### src/include/wwd_pkg.sv
package wwd_pkg;

  // Register bus geometry
  localparam int unsigned ADDR_W = 4;
  localparam int unsigned DATA_W = 32;

  // Byte offsets of the registers
  localparam logic [3:0] OFS_RESTART_CONTROL = 4'h0;
  localparam logic [3:0] OFS_WATCHDOG_MODE = 4'h4;
  localparam logic [3:0] OFS_WATCHDOG_STATUS = 4'h8;

  // Restart control fields
  localparam int unsigned KEY_LSB = 24;
  localparam int unsigned KEY_W = 8;
  localparam logic [7:0] RESTART_KEY = 8'ha5;
  localparam int unsigned RESTART_COMMAND_BIT = 0;

  // Mode register fields
  localparam int unsigned CNT_W = 12;
  localparam int unsigned RELOAD_LEVEL_LSB = 0;
  localparam int unsigned FAULT_INT_EN_BIT = 12;
  localparam int unsigned FAULT_RST_EN_BIT = 13;
  localparam int unsigned PROC_ONLY_BIT = 14;
  localparam int unsigned DISABLE_BIT = 15;
  localparam int unsigned WINDOW_DELTA_LSB = 16;
  localparam int unsigned DEBUG_HALT_BIT = 28;
  localparam int unsigned IDLE_HALT_BIT = 29;
  localparam logic [31:0] MODE_RESET = 32'h3fff_2fff;
  localparam logic [31:0] MODE_MASK = 32'h3fff_ffff;

  // Status register fields
  localparam int unsigned UNDERFLOW_BIT = 0;
  localparam int unsigned EARLY_ERROR_BIT = 1;

  // Prescaler on the slow clock
  localparam int unsigned SLOW_DIV = 128;

  // Register bus handshake states
  typedef enum logic {
    BUS_IDLE = 1'b0,
    BUS_ACK = 1'b1
  } wwd_bus_e;

endpackage : wwd_pkg

### src/core/wwd_prescaler.sv
`timescale 1ns/10ps
module wwd_prescaler #(
  parameter int unsigned DIV = 128
) (
  // Clock and reset
  input wire logic i_clk,
  input wire logic i_rst,
  // Control
  input wire logic i_restart,
  input wire logic i_slow_edge,
  // Divided tick
  output logic o_tick
);

  localparam int unsigned PW = (DIV < 2) ? 1 : $clog2(DIV);
  localparam logic [PW-1:0] LAST = PW'(DIV - 1);

  if (DIV < 2) begin : g_bad_div
    $error("prescaler divide must be at least 2");
  end

  logic [PW-1:0] pre_ff;
  logic tick_ff;

  // Restart clears the partial period too
  always_ff @(posedge i_clk) begin
    if (i_rst || i_restart) begin
      pre_ff <= '0;
      tick_ff <= 1'b0;
    end else if (i_slow_edge) begin
      if (pre_ff == LAST) begin
        pre_ff <= '0;
        tick_ff <= 1'b1;
      end else begin
        pre_ff <= pre_ff + 1'b1;
        tick_ff <= 1'b0;
      end
    end else begin
      tick_ff <= 1'b0;
    end
  end

  assign o_tick = tick_ff;

endmodule : wwd_prescaler

### src/core/wwd_top.sv
// What this block does
// - Twelve-bit down counter reloads from the mode counter field.
// - Counter steps once per slow clock divided by 128.
// - Counter field resets to all ones; watchdog runs with resets enabled.
// - Mode register takes only its first write after processor reset.
// - Writing the mode register reloads and restarts the counter.
// - Valid restart reloads counter and restarts the prescaler.
// - Control writes need key 0xA5 in bits 31..24, else discarded.
// - Underflow sets sticky flag and fault line when resets enabled.
// - Restart above delta sets error and fault instead; works even disabled.
// - Delta not below counter value accepts every restart.
// - Flags raise interrupt only with fault interrupt enable set.
// - Status read or reset clears flags, interrupt and fault line.
// - Watchdog reset resets processor and this block with its flags.
// - Processor-only select picks processor reset, else all resets.
// - Reset enable clear means faults request no reset.
// - Debug halt bit stops the counter in debug state.
// - Idle halt bit stops the counter in idle mode.
// - Disable bit stops the counter; clearing it enables it.
// - Mode holds value in 11..0, delta in 27..16, resets 0x3FFF_2FFF.
// - Status bit 0 underflow, bit 1 error, since last status read.
`timescale 1ns/10ps
module wwd_top #(
  parameter int unsigned PRE_DIV = wwd_pkg::SLOW_DIV
) (
  // Clock and reset
  input wire logic i_clk,
  input wire logic i_rst,

  // Avalon-MM slave
  input wire logic [wwd_pkg::ADDR_W-1:0] i_avs_address,
  input wire logic i_avs_read,
  input wire logic i_avs_write,
  input wire logic [wwd_pkg::DATA_W-1:0] i_avs_writedata,
  input wire logic [3:0] i_avs_byteenable,
  output logic [wwd_pkg::DATA_W-1:0] o_avs_readdata,
  output logic o_avs_waitrequest,

  // Slow clock and processor state pins
  input wire logic i_slow_clk,
  input wire logic i_debug_state,
  input wire logic i_idle_mode,

  // Towards interrupt and reset controllers
  output logic o_irq,
  output logic o_fault,
  output logic o_reset_all_req,
  output logic o_reset_proc_req,

  // Counter observation
  output logic [wwd_pkg::CNT_W-1:0] o_count
);

  localparam int unsigned NPIN = 3;
  localparam int unsigned PIN_SLOW = 0;
  localparam int unsigned PIN_DEBUG = 1;
  localparam int unsigned PIN_IDLE = 2;

  if (PRE_DIV < 2) begin : g_bad_pre
    $error("slow clock divide must be at least 2");
  end

  // Pin synchronisers
  logic [NPIN-1:0] pin_in;
  logic [NPIN-1:0] pin_lvl;
  logic [NPIN-1:0] pin_rise;

  assign pin_in = {i_idle_mode, i_debug_state, i_slow_clk};

  for (genvar p = 0; p < NPIN; p++) begin : g_pin
    logic [2:0] sync_ff;
    logic lvl_ff;
    logic agree;

    always_ff @(posedge i_clk) begin
      if (i_rst) begin
        sync_ff <= 3'h0;
      end else begin
        sync_ff <= {sync_ff[1:0], pin_in[p]};
      end
    end

    // Glitch guard: stages two and three must agree
    assign agree = (sync_ff[1] == sync_ff[2]);

    always_ff @(posedge i_clk) begin
      if (i_rst) begin
        lvl_ff <= 1'b0;
      end else if (agree) begin
        lvl_ff <= sync_ff[2];
      end
    end

    assign pin_lvl[p] = lvl_ff;
    assign pin_rise[p] = agree && sync_ff[2] && !lvl_ff;
  end

  // Bus handshake: one wait cycle per access
  wwd_pkg::wwd_bus_e bus_state_ff;
  logic bus_req;
  logic bus_take;
  logic wr_take;
  logic rd_take;
  logic rd_first;

  assign bus_req = i_avs_read || i_avs_write;
  assign bus_take = bus_req && (bus_state_ff == wwd_pkg::BUS_ACK);
  assign o_avs_waitrequest = bus_req && (bus_state_ff != wwd_pkg::BUS_ACK);
  assign wr_take = bus_take && i_avs_write;
  assign rd_take = bus_take && i_avs_read;
  assign rd_first = i_avs_read && (bus_state_ff == wwd_pkg::BUS_IDLE);

  always_ff @(posedge i_clk) begin
    if (i_rst) begin
      bus_state_ff <= wwd_pkg::BUS_IDLE;
    end else begin
      case (bus_state_ff)
        wwd_pkg::BUS_IDLE: begin
          if (bus_req) begin
            bus_state_ff <= wwd_pkg::BUS_ACK;
          end
        end
        wwd_pkg::BUS_ACK: begin
          bus_state_ff <= wwd_pkg::BUS_IDLE;
        end
        default: begin
          bus_state_ff <= wwd_pkg::BUS_IDLE;
        end
      endcase
    end
  end

  // Address decode
  logic sel_ctrl;
  logic sel_mode;
  logic sel_stat;

  always_comb begin
    sel_ctrl = 1'b0;
    sel_mode = 1'b0;
    sel_stat = 1'b0;
    if (i_avs_address == wwd_pkg::OFS_RESTART_CONTROL) begin
      sel_ctrl = 1'b1;
    end else if (i_avs_address == wwd_pkg::OFS_WATCHDOG_MODE) begin
      sel_mode = 1'b1;
    end else if (i_avs_address == wwd_pkg::OFS_WATCHDOG_STATUS) begin
      sel_stat = 1'b1;
    end
  end

  // Mode register, write once
  logic [31:0] mode_ff;
  logic [31:0] nxt_mode;
  logic mode_locked_ff;
  logic mode_write;

  assign mode_write = wr_take && sel_mode && !mode_locked_ff;

  always_comb begin
    nxt_mode = mode_ff;
    for (int b = 0; b < 4; b++) begin
      if (i_avs_byteenable[b]) begin
        nxt_mode[8*b +: 8] = i_avs_writedata[8*b +: 8];
      end
    end
    nxt_mode = nxt_mode & wwd_pkg::MODE_MASK;
  end

  always_ff @(posedge i_clk) begin
    if (i_rst) begin
      mode_ff <= wwd_pkg::MODE_RESET;
      mode_locked_ff <= 1'b0;
    end else if (mode_write) begin
      mode_ff <= nxt_mode;
      mode_locked_ff <= 1'b1;
    end
  end

  // Mode fields
  logic [wwd_pkg::CNT_W-1:0] counter_reload_level;
  logic [wwd_pkg::CNT_W-1:0] restart_window_delta;
  logic [wwd_pkg::CNT_W-1:0] new_reload_level;
  logic fault_interrupt_enable;
  logic fault_reset_enable;
  logic processor_only_reset_select;
  logic watchdog_disable;
  logic debug_halt_enable;
  logic idle_halt_enable;

  assign counter_reload_level = mode_ff[wwd_pkg::RELOAD_LEVEL_LSB +: wwd_pkg::CNT_W];
  assign restart_window_delta = mode_ff[wwd_pkg::WINDOW_DELTA_LSB +: wwd_pkg::CNT_W];
  assign new_reload_level = nxt_mode[wwd_pkg::RELOAD_LEVEL_LSB +: wwd_pkg::CNT_W];
  assign fault_interrupt_enable = mode_ff[wwd_pkg::FAULT_INT_EN_BIT];
  assign fault_reset_enable = mode_ff[wwd_pkg::FAULT_RST_EN_BIT];
  assign processor_only_reset_select = mode_ff[wwd_pkg::PROC_ONLY_BIT];
  assign watchdog_disable = mode_ff[wwd_pkg::DISABLE_BIT];
  assign debug_halt_enable = mode_ff[wwd_pkg::DEBUG_HALT_BIT];
  assign idle_halt_enable = mode_ff[wwd_pkg::IDLE_HALT_BIT];

  // Restart command
  logic key_ok;
  logic restart_command_bit;
  logic restart_cmd;
  logic restart_early;
  logic restart_ok;
  logic [wwd_pkg::CNT_W-1:0] count_ff;

  assign key_ok = i_avs_byteenable[3]
      && (i_avs_writedata[wwd_pkg::KEY_LSB +: wwd_pkg::KEY_W] == wwd_pkg::RESTART_KEY);
  assign restart_command_bit = i_avs_byteenable[0]
      && i_avs_writedata[wwd_pkg::RESTART_COMMAND_BIT];
  assign restart_cmd = wr_take && sel_ctrl && key_ok && restart_command_bit;

  // delta at or above value never trips
  assign restart_early = restart_cmd && (count_ff > restart_window_delta);
  assign restart_ok = restart_cmd && !restart_early;

  // Prescaler
  logic pre_tick;
  logic pre_restart;

  assign pre_restart = restart_ok || mode_write;

  wwd_prescaler #(
    .DIV(PRE_DIV)
  ) wwd_prescaler_i (
    .i_clk(i_clk),
    .i_rst(i_rst),
    .i_restart(pre_restart),
    .i_slow_edge(pin_rise[PIN_SLOW]),
    .o_tick(pre_tick)
  );

  // Run condition
  logic run;
  logic underflow_evt;

  assign run = !watchdog_disable
      && !(pin_lvl[PIN_DEBUG] && debug_halt_enable)
      && !(pin_lvl[PIN_IDLE] && idle_halt_enable);

  assign underflow_evt = pre_tick && run && (count_ff == '0);

  always_ff @(posedge i_clk) begin
    if (i_rst) begin
      count_ff <= wwd_pkg::MODE_RESET[wwd_pkg::RELOAD_LEVEL_LSB +: wwd_pkg::CNT_W];
    end else if (mode_write) begin
      count_ff <= new_reload_level;
    end else if (restart_ok) begin
      count_ff <= counter_reload_level;
    end else if (pre_tick && run) begin
      if (count_ff == '0) begin
        count_ff <= counter_reload_level;
      end else begin
        count_ff <= count_ff - 1'b1;
      end
    end
  end

  assign o_count = count_ff;

  // Sticky status; set wins over a clearing read
  logic sr_read;
  logic underflow_flag_ff;
  logic early_restart_error_flag_ff;
  logic fault_ff;
  logic nxt_underflow;
  logic nxt_error;
  logic nxt_fault;

  assign sr_read = rd_take && sel_stat;

  assign nxt_underflow = (underflow_flag_ff && !sr_read) || underflow_evt;
  assign nxt_error = (early_restart_error_flag_ff && !sr_read) || restart_early;

  assign nxt_fault = (fault_ff && !sr_read)
      || (underflow_evt && fault_reset_enable)
      || restart_early;

  always_ff @(posedge i_clk) begin
    if (i_rst) begin
      underflow_flag_ff <= 1'b0;
      early_restart_error_flag_ff <= 1'b0;
      fault_ff <= 1'b0;
    end else begin
      underflow_flag_ff <= nxt_underflow;
      early_restart_error_flag_ff <= nxt_error;
      fault_ff <= nxt_fault;
    end
  end

  // Interrupt and reset requests
  logic irq_ff;
  logic reset_all_ff;
  logic reset_proc_ff;

  always_ff @(posedge i_clk) begin
    if (i_rst) begin
      irq_ff <= 1'b0;
      reset_all_ff <= 1'b0;
      reset_proc_ff <= 1'b0;
    end else begin
      irq_ff <= fault_interrupt_enable && (nxt_underflow || nxt_error);
      reset_all_ff <= nxt_fault && fault_reset_enable && !processor_only_reset_select;
      reset_proc_ff <= nxt_fault && fault_reset_enable;
    end
  end

  assign o_irq = irq_ff;
  assign o_fault = fault_ff;
  assign o_reset_all_req = reset_all_ff;
  assign o_reset_proc_req = reset_proc_ff;

  // Read data, captured in the wait cycle
  logic [31:0] rdata_ff;
  logic [31:0] status_word;

  // Includes events landing in the capture cycle
  always_comb begin
    status_word = 32'h0000_0000;
    status_word[wwd_pkg::UNDERFLOW_BIT] = nxt_underflow;
    status_word[wwd_pkg::EARLY_ERROR_BIT] = nxt_error;
  end

  always_ff @(posedge i_clk) begin
    if (i_rst) begin
      rdata_ff <= 32'h0000_0000;
    end else if (rd_first) begin
      if (sel_mode) begin
        rdata_ff <= mode_ff;
      end else if (sel_stat) begin
        rdata_ff <= status_word;
      end else begin
        rdata_ff <= 32'h0000_0000;
      end
    end
  end

  assign o_avs_readdata = rdata_ff;

endmodule : wwd_top

### config.mk
export PLATFORM = sky130hd
export DESIGN_NAME = wwd_top
export DESIGN_NICKNAME = d
export VERILOG_FILES = /design/src/include/wwd_pkg.sv /design/src/core/wwd_prescaler.sv /design/src/core/wwd_top.sv
export SDC_FILE = /design/constraint.sdc
export NUM_CORES = 1
export LEC_CHECK = 0
export BUFFER_PORTS_ARGS = -buffer_cell sky130_fd_sc_hd__buf_2
export CORE_ASPECT_RATIO = 0.9
export CORE_MARGIN = 4
export CORE_UTILIZATION = 55
export CTS_CLUSTER_SIZE = 40
export DETAILED_ROUTE_END_ITERATION = 12
export PLACE_DENSITY = 0.77
export SLEW_MARGIN = 0
export SYNTH_ARGS = -nofsm -noshare
export SYNTH_HDL_FRONTEND = slang
export SYNTH_SLANG_ARGS = --single-unit
export TNS_END_PERCENT = 50
### constraint.sdc
create_clock -name i_clk -period 4.5 [get_ports i_clk]
set_clock_uncertainty 0.15 [all_clocks]
set_input_delay 0.675 -clock i_clk [delete_from_list [all_inputs] [get_ports i_clk]]
set_output_delay 0.675 -clock i_clk [all_outputs]
set_load 0.01 [all_outputs]
# Word-level counts from Yosys, hierarchy flattened
# Cells that the tools add are included.
# totals
reg_bits	102
latchBits	0
mem_bits_rw	0
romBits	0
input_bits	47
mem_count	0
# op_classes
addsub	2
n_mul	0
n_div	0
order_cmp	1
n_eq_ne	7
n_shift	0
mux	18
bitwise	2
n_reduce_logical	53
# ops
op	count
12-bit two-way mux	4
1-bit logical AND	30
30-bit two-way mux	1
12-bit greater-than comparator	1
12-bit logical NOT	1
12-bit by 1-bit subtractor with 12-bit output, second input constant	1
8-bit == test, second input constant	1
1-bit logical NOT	8
1-bit logical OR	8
1-bit two-way mux	8
8-bit two-way mux	1
7-bit by 1-bit adder with 7-bit output, second input constant	1
7-bit == test, second input constant	1
7-bit two-way mux	1
2-bit AND reduction	3
4-bit by 3-bit == test with 1-bit output, second input constant	1
4-bit == test, second input constant	1
4-bit logical NOT	1
4-bit two-way mux	1
1-bit == test	3
3-bit nonzero test	1
2-bit two-way mux	1
1-bit NOT	2
1-bit one-hot mux with 2 select lines	1
2-bit OR reduction	1

# Depth between registers and ports, before layout
# Gate-level depths: netlist (run 1).
# logic_depth
word_depth	12
depth_mapped	10
ltp_nobuf	9

# Hierarchy
# A second synthesis (run 1) with hierarchy kept.
# unflattened
cells_unflattened	530
area_unflattened_um2	4615.7
# modules_own_cells
mod	n_inst	cells_each	area_each_um2	seq_area_each_um2
wwd_top	1	488	4255.3	1841.8
wwd_prescaler	1	42	360.3	160.2

# Worst setup path before layout (run 1)
# No wires, ideal clock.
# synth_path
path_type	input to register
from	in i_avs_address[1] (netlist bit)
to	reg count_ff (netlist bit o_count[6])
setup_ns	0.131
arrival_ns	2.328
t_required_ns	4.219
slack_ns	1.891
stages	8
n_path_buf	2
path_cell_list	nor4b_4 or3b_1 buf_2 and2_1 buf_2 a311oi_2 nor4b_2 a211oi_1
# synth_via
elab_chain_len	10
word_cells_on_any_way	16
classes_between	1 x eq/ne; 5 x mux; 10 x reduce/logical
# synth_lines
item	line_no	source
from (decl)	wwd_top.sv:31	input wire logic [wwd_pkg::ADDR_W-1:0] i_avs_address,
4-bit logical NOT	wwd_top.sv:142	if (i_avs_address == wwd_pkg::OFS_RESTART_CONTROL) begin
1-bit two-way mux	wwd_top.sv:142	
1-bit logical AND (3 in a row)	wwd_top.sv:212	assign restart_cmd = wr_take && sel_ctrl && key_ok && restart_command_bit;
1-bit logical AND	wwd_top.sv:215	assign restart_early = restart_cmd && (count_ff > restart_window_delta);
1-bit logical NOT	wwd_top.sv:216	assign restart_ok = restart_cmd && !restart_early;
1-bit logical AND	wwd_top.sv:216	
12-bit two-way mux	wwd_top.sv:249	end else if (restart_ok) begin
12-bit two-way mux	wwd_top.sv:247	end else if (mode_write) begin
to (signal assigned)	wwd_top.sv:246	count_ff <= wwd_pkg::MODE_RESET[wwd_pkg::RELOAD_LEVEL_LSB +: wwd_pkg::CNT_W];
to (signal assigned)	wwd_top.sv:248	count_ff <= new_reload_level;
to (signal assigned)	wwd_top.sv:250	count_ff <= counter_reload_level;
to (decl)	wwd_top.sv:206	logic [wwd_pkg::CNT_W-1:0] count_ff;
# Several ways; a longest one is shown, not always the timed one.
# A chain may end at the register's enable or synchronous reset.

# Final worst setup path (run 1)
# layout_path
from	reg count_ff (netlist bit o_count[0])
to	reg count_ff (netlist bit o_count[7])
# layout_via
elab_chain_len	6
word_cells_on_any_way	11
classes_between	1 x add/sub; 1 x order compare; 4 x mux; 5 x reduce/logical
# layout_lines
item
branches (longest 6 deep; another with 12-bit by 1-bit subtractor with 12-bit output)
# Several ways; the timed one is not identified. The select of a mux whose other input is x is not followed.

==> run metrics, run 1 <==
Worst setup EP type flop; GR Layer Usage met2 39.3%; asr flop ratio synth 0%; clock sink count 100; share of the synthesized area in the top cell type 43.8%; crit path cell chain inv_1 > ha_1 > nor2b_1 > o211ai_1 > a211o_1 > nand4_1 > nand4_1 > nor4bb_1 > a211oi_1; Critical Path Max Stage Delay roughly 0.45 ns; post-synthesis cell count about 540; Crit Reg-Reg Endpoint o_count[7]$_SDFFE_PP1P_; initial antenna violation count 0; crit path time final around 2.9 ns; most numerous cell in the Yosys netlist dfxtp_1; CTS clk-pin slew, worst paths 0.10 ns; Worst Path Max Fanout 13; Global Route met1 Usage 31.6%; DRC violations left 0; crit-path most repeated cell nand4_1; Area contributors post-synth dfxtp_1, a21oi_1, nand2_1, ha_1, nand3_1; CTS buffer count 9; Antenna diodes 0; starting density of the core a little under three fifths; clk_lat worst skew about 0.36 ns; R2R Path Start o_count[0]$_SDFFE_PP1P_; Slowest-stage cell, CP dfxtp_1; first-pass GRT wire length approximately 19000 um; Pleak 2.29 nW; DP HPWL 8990 um; internal power about 1.2 mW; gpl congestion 0.907; Reg power frac between 50% and 60%; layout cells sized above 1 approximately a fifth; Setup Fix Bufs, Post-CTS 0; Distinct cells, synth 53; WHS Path Cells 2; Worst Path Required 4.60 ns; hold endpoint o_avs_readdata[16]$_SDFFE_PP0P_; power per standard cell area ~300 nW/um2; Clock Tree Buf Depth 2; clock share of power ~37%; Comb pwr share under 10%; Fin Setup TNS 0 ns; CP Data Arrival Time slightly below 3 ns; Routed Antenna Nets 0; worst min path class flop to flop; Net Switching around 0.38 mW; largest area contributor in the netlist dfxtp_1; R2R Setup Slk 1.63 ns; Post-DP Area between 5000 and 6000 um2; fin util ~65%; total gr overflow 0; global routing met3 resource utilization 5.40%; CTS tree yes; FP Rows 31; Tot Pwr between 1.5 and 2 mW; post-CTS sizing 0; fillers 724; Yosys reg bits 100; largest net degree at the start of global routing 45; worst path bufs/invs 1; Hold WS 0.303 ns; Die Ht 94.4 um; Post-synth EDFFs 0; Final Cycle Share roughly 64%; ys flop type dfxtp_1; sw frac roughly a quarter; highest clock rate 348 MHz; Seq/Total Area, Yosys 43.8%; Max Slew Vio Count 0; most frequent cells after synthesis dfxtp_1, nand2_1, a21oi_1; # setup viols final 0; drt total wl roughly 12000 um; DRT iter0 DRCs 280; core area just over 8000 um2; Area Growth Syn to Fin 15.2%; worst slew pin tran 1.29 ns; Post-Syn Area about 4600 um2; DR vias/cell between 5 and 6; cell area after layout between 5000 and 6000 um2; PortBufs a little over 90; Final Hold Fails 0; CTS Root Cell clkbuf_8; number of synthesis warnings 0; critical path class flop to flop; Vias 4200; RSZ-0062 raised after global routing false; vias in the first global route 3896; gr busiest metal met2; outcome finished clean; Die ar. around 10000 um2; nets@finish just under 700; H-tree depth 3; Critical Path Start Type flop; syn avg cell area roughly 8.5 um2; drt wl/cell around 17 um; max-cap check violation count 0; GRT Overall Usage between 20% and 30%; Die W between 100 and 150 um; Peak VDD IR between 0.00015 and 0.0002 V; boundary pin count between 90 and 100; crit-path leading delay family simple AND/OR/NAND/NOR gates; R2R cell count 9; relative slew slack 13.8%; Pre-antenna DRT Iters 5; Hold-fix buffers, CTS 0; Hold Crit Start o_avs_readdata[16]$_SDFFE_PP0P_
## sequential cells by signal, summed over array words and instances, names as in the netlist
register                     cells
bus_state_ff                     1
o_avs_readdata                  30
o_reset_all_req                  1
mode_locked_ff                   1
wwd_prescaler_i.pre_ff           7
g_pin.sync_ff                    9
o_irq                            1
o_reset_proc_req                 1
early_restart_error_flag_ff      1
wwd_prescaler_i.o_tick           1
underflow_flag_ff                1
o_count                         12
o_fault                          1
g_pin.lvl_ff                     3
mode_ff                         30
## how the worst max path moves through the flow
stage | end | start | slack, ns | depth (start not counted)
global placement | o_count[3]$_SDFFE_PP1P_ | i_avs_address[1] | 1.41 | 8
global route | o_count[5]$_SDFFE_PP1P_ | i_avs_address[1] | 1.41 | 8
finish | o_count[7]$_SDFFE_PP1P_ | o_count[0]$_SDFFE_PP1P_ | 1.63 | 9
floorplan | o_count[6]$_SDFFE_PP1P_ | i_avs_address[1] | 1.89 | 8
CTS | o_count[7]$_SDFFE_PP1P_ | o_count[0]$_SDFFE_PP1P_ | 1.68 | 9
detailed placement | o_count[3]$_SDFFE_PP1P_ | i_avs_address[1] | 1.32 | 8
## per-layer routing
layer  vias up  wire length [um]
li1       2046                 -
met1      1979              5500
met2       147              5440
met3        28               730
met4         0               328
met5         -                 0
## worst reg2reg max path, cell delays in order, from the launching register on
cell and delay (ns):
dfxtp_1 0.45, inv_1 0.14, ha_1 0.23, nor2b_1 0.15
o211ai_1 0.11, a211o_1 0.31, nand4_1 0.40, nand4_1 0.37
nor4bb_1 0.38, a211oi_1 0.07
## cell type report
cell class | instances | area [um2] | area share (%)
inverters | 16 | 60.1 | 1.14
well taps | 99 | 124 | 2.36
clock inverters | 5 | 60.1 | 1.14
repair buffers | 96 | 488 | 9.28
clock buffers | 11 | 141 | 2.69
multi-input cells | 391 | 2380 | 45.3
flip-flops and latches | 100 | 2000 | 38.1
## stage by stage
step,setup WS (ns),cells
finish,1.63,718
global placement,1.41,702
detailed placement,1.32,702
floorplan,1.89,537
CTS,1.68,718
global route,1.41,718
## power groups by stage
stage	registers [mW]	clock network [mW]	logic, mW
2_1_floorplan	0.922	0	0.0556
3_3_place_gp	0.921	0	0.0983
3_5_place_dp	0.921	0	0.0997
4_1_cts	0.900	0.592	0.100
5_1_grt	0.902	0.628	0.110
6_report	0.900	0.582	0.100
## cell usage in the layout (no fill, tap or decap), types with 10 or more instances in the layout
cell type	count
ha_1	16
mux2i_1	13
nor2_1	35
a21oi_1	54
nor3_1	11
inv_1	16
clkbuf_8	10
nor2b_1	11
nand3_1	35
nand2_1	72
dfxtp_1	100
buf_2	93
nand2b_1	13
and3_1	20
a211oi_1	10
a211o_1	16
## logic make-up after synthesis
kind of cell | Yosys count | share of synthesized area (%)
adder cells (fa/ha/maj) | 16 | 4.38
AND/OR/NAND/NOR | 239 | 27.4
buffers and inverters | 46 | 4.08
XOR/XNOR | 9 | 1.73
multiplexers | 13 | 2.85
flip-flops | 100 | 43.8
other | 1 | 0.0821
AO/OA/AOI/OAI | 112 | 15.6
(Power assumes the default switching activity.)
==> inputs of run 2 (changes only) <==
CORE_UTILIZATION = 49   (was 55)
PLACE_DENSITY = 0.73   (was 0.77)
clock period = 2.6 ns   (was 4.5 ns; I/O delays follow)
==> run metrics, run 2 (same netlist as run 1, synthesis figures left out) <==
outcome finished clean; area occupied by multi-input gates about 2400 um2; critical path class flop to flop; Area Growth Syn to Fin 20.6%; Vias around 4300; CTS clk-pin slew, worst paths roughly 0.10 ns; Peak VDD IR approximately 0.00034 V; highest clock rate around 400 MHz; first-pass GRT wire length approximately 20000 um; Pre-antenna DRT Iters 6; post-CTS sizing 0; RSZ-0062 raised after global routing false; Routed Antenna Nets 0; starting density of the core a little over 50%; commonest non-fill, non-tap cell in the layout dfxtp_1; clk_lat worst skew approximately 0.37 ns; max-cap check violation count 0; # setup viols final 0; FP Rows 33; Critical Path Max Stage Delay roughly 0.44 ns; Final Hold Fails 0; DP HPWL slightly below 10000 um; DR vias/cell 5.58; gpl congestion between 0.9 and 1; Fin Setup TNS 0 ns; Comb pwr share about 7%; PortBufs 93; commonest non-fill, non-tap cells in the layout dfxtp_1, buf_2, nand2_1; power per standard cell area a little under 500 nW/um2; crit path time final about 2.5 ns; CP Data Arrival Time 2.59 ns; core area between 9000 and 10000 um2; Antenna diodes 0; nets@finish 707; DRT iter0 DRCs 344; clock sink count 100; fillers 800; Worst setup EP type flop; crit path cell chain inv_1 > ha_1 > nor2b_1 > o211ai_1 > a211o_1 > nand4_1 > buf_4 > nand4_1 > nor4bb_1 > a211oi_1; Final Cycle Share 95.4%; Die ar. about 11000 um2; sw frac about 26%; largest net degree at the start of global routing 44; Worst Path Required approximately 2.7 ns; layout cells sized above 1 23.9%; Die Ht 99.6 um; vias in the first global route approximately 4100; H-tree depth 3; CTS Root Cell clkbuf_8; Critical Path Start Type flop; crit-path most repeated cell nand4_1; Tot Pwr 2.72 mW; relative slew slack 64.4%; worst min path class input port to flop; Die W about 110 um; GRT Overall Usage 24.2%; Slowest-stage cell, CP dfxtp_1; FF/Latch Area roughly 2000 um2; internal power 2.02 mW; CTS buffer count 9; R2R Setup Slk 0.12 ns; drt wl/cell 16.7 um; Worst Path Max Fanout 13; initial antenna violation count 0; Max Slew Vio Count 0; Setup Fix Bufs, Post-CTS 0; Net Switching approximately 0.71 mW; Pleak 2.43 nW; clock share of power a little over a third; DRC violations left 0; worst slew pin tran roughly 0.53 ns; drt total wl 12900 um; Reg power frac a little under three fifths; Clock Tree Buf Depth 2; total gr overflow 0; boundary pin count 96; CTS tree yes; Hold-fix buffers, CTS 0
==> run 2: path summary, 6_finish.rpt <==
path                                    endpoint                            from  cells after the start
setup reg to reg         o_count[7]$_SDFFE_PP1P_         o_count[0]$_SDFFE_PP1P_                     10
setup / recovery         o_count[7]$_SDFFE_PP1P_         o_count[0]$_SDFFE_PP1P_                     10
hold / removal    g_pin[1].sync_ff[0]$_SDFF_PP0_                   i_debug_state                      2
hold reg to reg   g_pin[2].sync_ff[1]$_SDFF_PP0_  g_pin[2].sync_ff[0]$_SDFF_PP0_                      1
==> run 2: final cells by class <==
cell class / instances / share of cell area (%)
clock buffer: 10 / 2.50
clock inverter: 6 / 1.02
inverter: 16 / 1.09
multi-input combinational: 391 / 43.3
sequential: 100 / 36.4
tap: 122 / 2.77
timing repair buffer: 126 / 13.0
==> run 2: layer usage <==
layer / GRT usage [%] / share of wire, % / vias to the layer above
met2: 38.7 / 45 / 160
met1: 32.7 / 46 / 2015
met4: 8.25 / 2.4 / 0
met3: 4.61 / 6.6 / 24
li1: - / - / 2105
met5: 0 / 0 / -
==> run 2: power by group through the flow <==
stage	combinational, mW	clock, mW	sequential, mW
floorplan	0.0962	0	1.60
global placement	0.186	0	1.59
detailed placement	0.190	0	1.59
CTS	0.191	0.989	1.56
global route	0.209	1.06	1.56
finish	0.193	0.974	1.56
==> run 2: metrics by stage <==
step                      utilization [%]  area (um2)  std cells  setup slack (ns)  hold slack, ns
after global routing                 60.6        5510        771           0.00589          0.0662
after floorplan                         -        4570        537             0.255           0.264
after detailed placement             58.5        5310        755            0.0639           0.275
final                                60.6        5510        771             0.120          0.0732
after global placement               58.5        5310        755            0.0842           0.269
after CTS                            60.6        5510        771             0.179          0.0670
==> run 2: worst max-delay path, delay by kind of cell (launching register included) <==
family,cells,cell delay [ns]
compound gates,3,0.45
buf+inv,2,0.30
fa+ha+maj,1,0.21
flops,1,0.44
simple gates,4,0.82
